===== src/inc/adc_seq_pkg.sv =====
package adc_seq_pkg;
	localparam logic [3:0]  ADDR_CTRL2   = 4'h0;
	localparam logic [3:0]  ADDR_CTRL3   = 4'h1;
	localparam logic [3:0]  ADDR_STATUS  = 4'h2;
	localparam logic [3:0]  ADDR_MASK    = 4'h3;
	localparam logic [15:0] CTRL2_WMASK  = 16'hf43d;
	localparam logic [15:0] CTRL3_WMASK  = 16'hbf3f;
	localparam logic [15:0] CTRL2_RESET  = 16'h0000;
	localparam logic [15:0] CTRL3_RESET  = 16'h0000;
	localparam int          VREF_POS     = 13;
	localparam int          OFFSET_CAL_ENABLE_POS   = 12;
	localparam int          SCAN_POS     = 10;
	localparam int          SEQUENCES_PER_IRQ_POS     = 2;
	localparam int          ALTERNATE_MUX_SAMPLE_POS     = 0;
	localparam int          CLKSRC_POS   = 15;
	localparam int          AUTO_SAMPLE_TIME_POS     = 8;
	localparam int          CONV_CLOCK_DIVIDER_POS     = 0;
	localparam int          ST_SEQ       = 0;
	localparam int          ST_IRQ       = 1;
	localparam logic [3:0]  SEQUENCES_PER_IRQ_RESERVED = 4'hf;
	typedef enum logic [1:0] {
		REF_INT_INT,
		REF_EXT_INT,
		REF_INT_EXT,
		REF_EXT_EXT
	} ref_pair_t;
endpackage : adc_seq_pkg


===== src/logic/adc_divider.sv =====
`timescale 1ns/1ns
// Conversion clock tick every (div + 1) cycles of the selected clock enable
module adc_divider (
	// Clock and reset
	input  wire logic       clk,
	input  wire logic       nrst,
	// Control
	input  wire logic       src_tick,
	input  wire logic [5:0] div,
	// Tick out
	output logic            tick
);
	logic [5:0] cnt;
	logic [5:0] next_cnt;
	logic       next_tick;

	always_comb begin
		next_cnt  = cnt;
		next_tick = 1'b0;
		if (src_tick) begin
			if (cnt >= div) begin
				next_cnt  = 6'h00;
				next_tick = 1'b1;
			end else begin
				next_cnt = cnt + 6'h01;
			end
		end
	end

	always_ff @(posedge clk or negedge nrst) begin
		if (!nrst) begin
			cnt  <= 6'h00;
			tick <= 1'b0;
		end else begin
			cnt  <= next_cnt;
			tick <= next_tick;
		end
	end
endmodule : adc_divider


===== src/logic/adc_sequence_control.sv =====
`timescale 1ns/1ns
module adc_sequence_control (
	// Clock and reset
	input  wire logic        clk,
	input  wire logic        nrst,
	// Register port
	input  wire logic [3:0]  addr,
	input  wire logic [15:0] wdata,
	input  wire logic        wr,
	input  wire logic        rd,
	output logic      [15:0] rdata,
	// Converter core
	input  wire logic        rc_clk_pin,
	input  wire logic        sample_done,
	input  wire logic        sequence_done,
	input  wire logic        sample_start,
	output logic             tad_tick,
	output logic      [4:0]  sample_tads,
	output logic             ref_pos_external,
	output logic             ref_neg_external,
	output logic             inputs_to_ground,
	output logic             switches_isolated,
	output logic             use_mux_b,
	output logic             scan_active,
	output logic      [3:0]  scan_index,
	// Interrupt
	output logic             irq
);
	logic [15:0] ctrl2;
	logic [15:0] ctrl3;
	logic [1:0]  status;
	logic [1:0]  mask;
	logic [3:0]  seq_count;
	logic        alt_phase;
	logic        rc_level;
	logic        rc_prev;
	logic        src_tick;
	logic [15:0] next_ctrl2;
	logic [15:0] next_ctrl3;
	logic [1:0]  next_status;
	logic [1:0]  next_mask;
	logic [3:0]  next_seq_count;
	logic        next_alt_phase;
	logic [3:0]  next_scan_index;
	logic [15:0] next_rdata;
	logic        seq_irq;
	logic [3:0]  sequences_per_irq;
	logic [2:0]  vref;
	logic        offset_cal_enable;

	assign sequences_per_irq   = ctrl2[adc_seq_pkg::SEQUENCES_PER_IRQ_POS +: 4];
	assign vref   = ctrl2[adc_seq_pkg::VREF_POS +: 3];
	assign offset_cal_enable = ctrl2[adc_seq_pkg::OFFSET_CAL_ENABLE_POS];

	////////////////////////////////////////////////////////////////
	// Conversion clock source and divider
	adc_sync u_rc_sync (
		.clk   (clk),
		.nrst  (nrst),
		.pin   (rc_clk_pin),
		.level (rc_level)
	);

	always_ff @(posedge clk or negedge nrst) begin
		if (!nrst)
			rc_prev <= 1'b0;
		else
			rc_prev <= rc_level;
	end

	// RC edges only after synchronising; system path ticks every cycle
	assign src_tick = ctrl3[adc_seq_pkg::CLKSRC_POS] ? (rc_level & ~rc_prev) : 1'b1;

	adc_divider u_div (
		.clk      (clk),
		.nrst     (nrst),
		.src_tick (src_tick),
		.div      (ctrl3[adc_seq_pkg::CONV_CLOCK_DIVIDER_POS +: 6]),
		.tick     (tad_tick)
	);

	assign sample_tads = ctrl3[adc_seq_pkg::AUTO_SAMPLE_TIME_POS +: 5];

	////////////////////////////////////////////////////////////////
	// Reference and calibration routing
	always_comb begin
		ref_pos_external = 1'b0;
		ref_neg_external = 1'b0;
		if (!vref[2]) begin
			unique case (adc_seq_pkg::ref_pair_t'(vref[1:0]))
				adc_seq_pkg::REF_INT_INT: ;
				adc_seq_pkg::REF_EXT_INT: ref_pos_external = 1'b1;
				adc_seq_pkg::REF_INT_EXT: ref_neg_external = 1'b1;
				adc_seq_pkg::REF_EXT_EXT: begin
					ref_pos_external = 1'b1;
					ref_neg_external = 1'b1;
				end
			endcase
		end
	end

	// Calibration overrides mux and scan selection regardless of pin config; reference routing still follows vref
	assign inputs_to_ground  = offset_cal_enable;
	assign switches_isolated = offset_cal_enable;
	assign use_mux_b         = ~offset_cal_enable & ctrl2[adc_seq_pkg::ALTERNATE_MUX_SAMPLE_POS] & alt_phase;
	assign scan_active       = ~offset_cal_enable & ctrl2[adc_seq_pkg::SCAN_POS] & ~use_mux_b;

	////////////////////////////////////////////////////////////////
	// Sequencing state
	always_comb begin
		next_alt_phase  = alt_phase;
		next_scan_index = scan_index;
		next_seq_count  = seq_count;
		seq_irq         = 1'b0;
		// A new run opens on mux A, unless a sample end in the same cycle flips the old phase
		if (sample_start)
			next_alt_phase = 1'b0;
		if (sample_done && ctrl2[adc_seq_pkg::ALTERNATE_MUX_SAMPLE_POS])
			next_alt_phase = ~alt_phase;
		if (sample_done && scan_active)
			next_scan_index = scan_index + 4'h1;
		else if (!ctrl2[adc_seq_pkg::SCAN_POS])
			next_scan_index = 4'h0;
		if (sequence_done) begin
			if (seq_count >= sequences_per_irq) begin
				next_seq_count = 4'h0;
				seq_irq        = 1'b1;
			end else begin
				next_seq_count = seq_count + 4'h1;
			end
		end
	end

	////////////////////////////////////////////////////////////////
	// Registers
	always_comb begin
		next_ctrl2  = ctrl2;
		next_ctrl3  = ctrl3;
		next_mask   = mask;
		next_status = status;
		if (wr) begin
			unique case (addr)
				adc_seq_pkg::ADDR_CTRL2:  next_ctrl2 = wdata & adc_seq_pkg::CTRL2_WMASK;
				adc_seq_pkg::ADDR_CTRL3:  next_ctrl3 = wdata & adc_seq_pkg::CTRL3_WMASK;
				adc_seq_pkg::ADDR_STATUS: next_status = status & ~wdata[1:0];
				adc_seq_pkg::ADDR_MASK:   next_mask = wdata[1:0];
				default: ;
			endcase
		end
		// Set wins over a same-cycle clear
		if (sequence_done)
			next_status[adc_seq_pkg::ST_SEQ] = 1'b1;
		if (seq_irq)
			next_status[adc_seq_pkg::ST_IRQ] = 1'b1;
		next_rdata = 16'h0000;
		if (rd) begin
			unique case (addr)
				adc_seq_pkg::ADDR_CTRL2:  next_rdata = ctrl2;
				adc_seq_pkg::ADDR_CTRL3:  next_rdata = ctrl3;
				adc_seq_pkg::ADDR_STATUS: next_rdata = {8'h00, seq_count, 2'h0, status};
				adc_seq_pkg::ADDR_MASK:   next_rdata = {14'h0000, mask};
				default: next_rdata = 16'h0000;
			endcase
		end
	end

	always_ff @(posedge clk or negedge nrst) begin
		if (!nrst) begin
			ctrl2      <= adc_seq_pkg::CTRL2_RESET;
			ctrl3      <= adc_seq_pkg::CTRL3_RESET;
			status     <= 2'h0;
			mask       <= 2'h0;
			seq_count  <= 4'h0;
			alt_phase  <= 1'b0;
			scan_index <= 4'h0;
			rdata      <= 16'h0000;
		end else begin
			ctrl2      <= next_ctrl2;
			ctrl3      <= next_ctrl3;
			status     <= next_status;
			mask       <= next_mask;
			seq_count  <= next_seq_count;
			alt_phase  <= next_alt_phase;
			scan_index <= next_scan_index;
			rdata      <= next_rdata;
		end
	end

	assign irq = |(status & mask);

	////////////////////////////////////////////////////////////////
	// Checks
	property p_cal_ground;
		@(posedge clk) disable iff (!nrst) offset_cal_enable |-> (inputs_to_ground && switches_isolated && !use_mux_b && !scan_active);
	endproperty
	a_cal_ground: assert property (p_cal_ground) else $error("calibration not isolating inputs");

	property p_cal_off;
		@(posedge clk) disable iff (!nrst) !offset_cal_enable |-> !inputs_to_ground;
	endproperty
	a_cal_off: assert property (p_cal_off) else $error("inputs grounded outside calibration");

	property p_ref_hi;
		@(posedge clk) disable iff (!nrst) vref[2] |-> (!ref_pos_external && !ref_neg_external);
	endproperty
	a_ref_hi: assert property (p_ref_hi) else $error("1xx code used external reference");

	property p_ref_ext;
		@(posedge clk) disable iff (!nrst) (vref == 3'h3) |-> (ref_pos_external && ref_neg_external);
	endproperty
	a_ref_ext: assert property (p_ref_ext) else $error("011 code not both external");

	property p_irq_each;
		@(posedge clk) disable iff (!nrst) (sequence_done && sequences_per_irq == 4'h0 && !(wr && addr == adc_seq_pkg::ADDR_CTRL2))
			|=> status[adc_seq_pkg::ST_IRQ];
	endproperty
	a_irq_each: assert property (p_irq_each) else $error("interrupt missing after sequence");

	property p_irq_count;
		@(posedge clk) disable iff (!nrst) seq_irq |-> (seq_count == sequences_per_irq);
	endproperty
	a_irq_count: assert property (p_irq_count) else $error("interrupt at wrong sequence count");

	property p_alt_off;
		@(posedge clk) disable iff (!nrst) !ctrl2[adc_seq_pkg::ALTERNATE_MUX_SAMPLE_POS] |-> !use_mux_b;
	endproperty
	a_alt_off: assert property (p_alt_off) else $error("mux B used without alternate mode");

	property p_alt_toggle;
		@(posedge clk) disable iff (!nrst) (sample_done && ctrl2[adc_seq_pkg::ALTERNATE_MUX_SAMPLE_POS] && !sample_start)
			|=> (alt_phase != $past(alt_phase));
	endproperty
	a_alt_toggle: assert property (p_alt_toggle) else $error("alternate phase did not flip");

	property p_unimpl;
		@(posedge clk) disable iff (!nrst) ((ctrl2 & ~adc_seq_pkg::CTRL2_WMASK) == 16'h0000)
			&& ((ctrl3 & ~adc_seq_pkg::CTRL3_WMASK) == 16'h0000);
	endproperty
	a_unimpl: assert property (p_unimpl) else $error("unimplemented bit set");

	property p_sample_len;
		@(posedge clk) disable iff (!nrst) sample_tads == ctrl3[12:8];
	endproperty
	a_sample_len: assert property (p_sample_len) else $error("sample time mismatch");

	property p_scan;
		@(posedge clk) disable iff (!nrst) (sample_done && scan_active) |=> (scan_index == $past(scan_index) + 4'h1);
	endproperty
	a_scan: assert property (p_scan) else $error("scan index did not advance");

	// Tick is registered: judge by last cycle's setting, and skip the edge right after reset
	property p_sysclk;
		@(posedge clk) disable iff (!nrst)
			($past(nrst) && $past(!ctrl3[15] && ctrl3[5:0] == 6'h00)) |-> tad_tick;
	endproperty
	a_sysclk: assert property (p_sysclk) else $error("divide-by-one clock missing tick");

	property p_ref_pos_only;
		@(posedge clk) disable iff (!nrst) (vref == 3'h1) |-> (ref_pos_external && !ref_neg_external);
	endproperty
	a_ref_pos_only: assert property (p_ref_pos_only) else $error("001 code not positive external only");

	property p_ref_neg_only;
		@(posedge clk) disable iff (!nrst) (vref == 3'h2) |-> (!ref_pos_external && ref_neg_external);
	endproperty
	a_ref_neg_only: assert property (p_ref_neg_only) else $error("010 code not negative external only");

	property p_ref_int;
		@(posedge clk) disable iff (!nrst) (vref == 3'h0) |-> (!ref_pos_external && !ref_neg_external);
	endproperty
	a_ref_int: assert property (p_ref_int) else $error("000 code used external reference");

	property p_alt_start;
		@(posedge clk) disable iff (!nrst) (sample_start && !sample_done) |=> !alt_phase;
	endproperty
	a_alt_start: assert property (p_alt_start) else $error("run did not start on mux A");

	property p_scan_off;
		@(posedge clk) disable iff (!nrst) !ctrl2[adc_seq_pkg::SCAN_POS] |=> (scan_index == 4'h0);
	endproperty
	a_scan_off: assert property (p_scan_off) else $error("scan index not held at zero");

	property p_scan_mux_a;
		@(posedge clk) disable iff (!nrst) use_mux_b |-> !scan_active;
	endproperty
	a_scan_mux_a: assert property (p_scan_mux_a) else $error("scan ran on a mux B sample");

	property p_seq_status;
		@(posedge clk) disable iff (!nrst) sequence_done |=> status[adc_seq_pkg::ST_SEQ];
	endproperty
	a_seq_status: assert property (p_seq_status) else $error("sequence status bit not set");

	property p_irq_wrap;
		@(posedge clk) disable iff (!nrst) seq_irq |=> (seq_count == 4'h0);
	endproperty
	a_irq_wrap: assert property (p_irq_wrap) else $error("sequence count did not restart");

	property p_rc_gate;
		@(posedge clk) disable iff (!nrst) (ctrl3[adc_seq_pkg::CLKSRC_POS] && !src_tick) |=> !tad_tick;
	endproperty
	a_rc_gate: assert property (p_rc_gate) else $error("tick without an RC clock edge");

	property p_irq_set_wins;
		@(posedge clk) disable iff (!nrst) (seq_irq && wr && addr == adc_seq_pkg::ADDR_STATUS && wdata[adc_seq_pkg::ST_IRQ])
			|=> status[adc_seq_pkg::ST_IRQ];
	endproperty
	a_irq_set_wins: assert property (p_irq_set_wins) else $error("interrupt event lost to a clear");
endmodule : adc_sequence_control


===== src/logic/adc_sync.sv =====
`timescale 1ns/1ns
// Three-stage pin synchroniser; a change counts when stages two and three agree
module adc_sync (
	// Clock and reset
	input  wire logic clk,
	input  wire logic nrst,
	// Pin
	input  wire logic pin,
	// Clean level
	output logic      level
);
	logic [2:0] stage;
	logic       next_level;

	always_comb begin
		next_level = level;
		if (stage[1] == stage[2])
			next_level = stage[2];
	end

	always_ff @(posedge clk or negedge nrst) begin
		if (!nrst) begin
			stage <= 3'h0;
			level <= 1'b0;
		end else begin
			stage <= {stage[1:0], pin};
			level <= next_level;
		end
	end
endmodule : adc_sync


===== config.mk =====
export PLATFORM = sky130hd
export DESIGN_NAME = adc_sequence_control
export DESIGN_NICKNAME = d
export VERILOG_FILES = /design/src/inc/adc_seq_pkg.sv /design/src/logic/adc_divider.sv /design/src/logic/adc_sequence_control.sv /design/src/logic/adc_sync.sv
export SDC_FILE = /design/constraint.sdc
export NUM_CORES = 1
export LEC_CHECK = 0
export BUFFER_PORTS_ARGS = -buffer_cell sky130_fd_sc_hd__buf_2
export CORE_MARGIN = 3
export CORE_UTILIZATION = 55
export CTS_BUF_LIST = sky130_fd_sc_hd__clkbuf_8
export CTS_CLUSTER_DIAMETER = 40
export DETAILED_ROUTE_END_ITERATION = 8
export PLACE_DENSITY = 0.83
export SLEW_MARGIN = 20
export SYNTH_ARGS = -nofsm -noshare
export SYNTH_HDL_FRONTEND = slang
export SYNTH_SLANG_ARGS = --single-unit

===== constraint.sdc =====
create_clock -name clk -period 2.8 [get_ports clk]
set_input_delay 0.42 -clock clk [delete_from_list [all_inputs] [get_ports clk]]
set_output_delay 0.42 -clock clk [all_outputs]
set_load 0.005 [all_outputs]

==> results.sh <==
export IMPL_status="finished clean"
export IMPL_synth_seq_cells=64
export IMPL_crit_chain="inv_1, ha_1, nand2b_1, a211oi_2, o21ai_1, a22o_1"
export IMPL_antenna_found_initial=0
export IMPL_clkLatencyLatePin_ns=0.33
export IMPL_r2r_end="status[1]"
export IMPL_setup_viol=0
export IMPL_grt_max_degree=35
export IMPL_tns_ns=0
export IMPL_required_ns=3.02
export IMPL_num_vias=2017
export IMPL_avgSynthCellArea_um2=12.0
export IMPL_portBuffers=58
export IMPL_area_growth_pct=18.4
export IMPL_grt_ovfl_total=0
export IMPL_cpPeakStageDelay_ns=0.40
export IMPL_fp_dieH_um=79.7
export IMPL_hp_class="in2async"
export IMPL_clk_pin_slew_worst_paths_ns=0.07
export IMPL_wl_mm=5.42
export IMPL_cts_tree="yes"
export IMPL_regArea_um2=1600
export IMPL_reg2reg_from="seq_count[0]"
export IMPL_grtUsageTotal=0.194
export IMPL_synth_ff_type="dfrtp_1"
export IMPL_yosysWarnings=0
export IMPL_period_share=0.644
export IMPL_slew_viol_final=0
export IMPL_rsz0062_at_grt="no"
export IMPL_wl_per_cell_um=14.2
export IMPL_cts_made_buffers=9
export IMPL_p_leak_nw=1.86
export IMPL_power_density_nw_per_um2=794
export IMPL_synth_edff_count=0
export IMPL_drtPass1Iterations=7
export IMPL_async_flop_share=1.00
export IMPL_clock_sinks=64
export IMPL_ys_types=42
export IMPL_start_util=0.577
export IMPL_irDropWorstVdd_mv=0.404
export IMPL_reg2reg_slack_ns=1.0
export IMPL_fp_row_count=26
export IMPL_cts_repair_resized=0
export IMPL_cts_max_level=3
export IMPL_startpoint_type="register"
export IMPL_post_cts_setup_buffers=0
export IMPL_drtIter0Drc=56
export IMPL_final_nets=350
export IMPL_worstSetupEndpointType="register"
export IMPL_clock_root_buffer="clkbuf_8"
export IMPL_synth_cells=249
export IMPL_slew_limit_headroom=0.531
export IMPL_ys_seq_area_frac=0.536
export IMPL_final_cells=383
export IMPL_syn_num_nets=290
export IMPL_hold_viol=0
export IMPL_fmax_mhz=555
export IMPL_crit_type="reg2reg"
export IMPL_multiInputGateArea_um2=1260
export IMPL_grt_pass1_vias=2027
export IMPL_drive_above_1_share=0.332
export IMPL_place_hpwl_mm=3.97
export IMPL_drc=0
export IMPL_hold_buffers=0
export IMPL_fin_crit_ns=1.80
export IMPL_crit_fanout=4
export IMPL_crit_arrival_ns=2.02
export IMPL_ios=61
export IMPL_vias_per_cell=5.27
export IMPL_syn_area_um2=2990
export IMPL_clockBufferDepth=2
export IMPL_tightest_slew_ns=0.704
export IMPL_maxCapViolCount=0
export IMPL_grt_pass1_wl_mm=9.36
export IMPL_coreArea_um2=5170
export IMPL_dieWidth_um=79.7
export IMPL_drtAntennaViolNets=0
export IMPL_n_antenna_cell=0
export IMPL_r2r_cells=6
export IMPL_dp_cells=368
export IMPL_fillers=415
export IMPL_fin_worst_skew_ns=0.00351
export IMPL_routabilityCongestion=0.822
export IMPL_cpMaxStageDelayCell="dfrtp_1"
export IMPL_die_area_um2=6350
## cell families after synthesis
logic type,Yosys count,synth area share
and+or+nand+nor,76,0.133
DFF,64,0.536
muxes,38,0.156
AOI/OAI and AO/OA,32,0.0725
buffers and inverters,24,0.0411
adders and majority gates,14,0.0578
xor gates and xnor gates,1,0.00293
## critical path, delay by kind of cell, from the launching register on
family | cells | cell delay (ns)
AOI/OAI and AO/OA | 3 | 0.79
buffers and inverters | 1 | 0.09
DFF | 1 | 0.40
adders and majority gates | 1 | 0.27
and+or+nand+nor | 1 | 0.15
## synth_stat cells (5+ instances only)
master	n	area, µm²
a21oi_1	5	25.0
and2_1	5	31.3
and3_1	11	68.8
buf_4	6	45.0
dfrtp_1	64	1600
ha_1	13	163
inv_1	14	52.6
mux2_2	15	169
mux2_4	10	150
mux2i_1	12	120
nand2_1	18	67.6
nor2_1	17	63.8
nor2b_1	5	31.3
o21ai_0	9	45.0
## area by class of cell
| cell class | count | share of cell area |
|---|---|---|
| repair buffers | 59 | 0.0878 |
| clock inverters | 4 | 0.0195 |
| multi-input cells | 161 | 0.357 |
| clock buffers | 11 | 0.0428 |
| well taps | 70 | 0.0248 |
| flip-flops and latches | 64 | 0.453 |
| inverters | 14 | 0.0149 |
## stage by stage
step	worst slack, ns	hold WS, ns	power (mW)	utilization	cell area [µm²]
finish	0.997	0.136	2.81	0.683	3530
global route	0.887	0.171	3.01	0.683	3530
CTS	0.995	0.151	2.84	0.683	3530
detailed placement	0.965	0.343	1.96	0.641	3310
global placement	0.984	0.332	1.93	0.641	3310
floorplan	1.19	0.124	1.76	-	2990
## report_power, final
group	internal (mW)	total (mW)	switching [mW]
Sequential	1.10	1.26	0.165
Clock	0.540	0.865	0.325
Combinational	0.347	0.680	0.333
Total	1.98	2.81	0.822
## state kept, by name, summed over array words and instances, names as in the netlist, 2 cells and up
signal and cells:
seq_count 4, u_div.cnt 6, status 2, rdata 16, mask 2, u_rc_sync.stage 3
ctrl3 13, scan_index 4, ctrl2 10
## how the worst max path moves through the flow
stage                             from        end  slack (ns)  cells after the start
after floorplan           seq_count[0]  status[1]        1.19                      6
after global placement         addr[0]  ctrl3[13]        0.98                      4
after detailed placement       addr[0]  ctrl3[10]        0.96                      4
after CTS                 seq_count[0]  status[1]         1.0                      6
after global routing      seq_count[0]  status[1]        0.89                      6
final                     seq_count[0]  status[1]         1.0                      6
## cell usage in the layout (no fill, tap or decap), drive strengths merged, types with 2 or more instances in the layout
master and instances:
mux2i 12, o221ai 2, o21ai 10, and2 5
mux2 25, a211oi 2, inv 15, nand2 20
buf 59, o21a 2, nand2b 4, nand3 4
and3 11, dfrtp 64, o211ai 2, nor2b 6
nor2 17, nor3b 4, nor3 3, clkbuf 11
ha 13, o2111ai 2, bufinv 2, a22o 2
a21oi 5
## per-layer routing
layer / vias to the layer above / wire length [µm] / track usage
met5: - / 0 / 0
met4: 0 / 93 / 0.0704
met3: 9 / 393 / 0.0677
met2: 68 / 2450 / 0.305
met1: 956 / 2480 / 0.247
li1: 984 / - / -
Power figures use the tool's default switching activity.
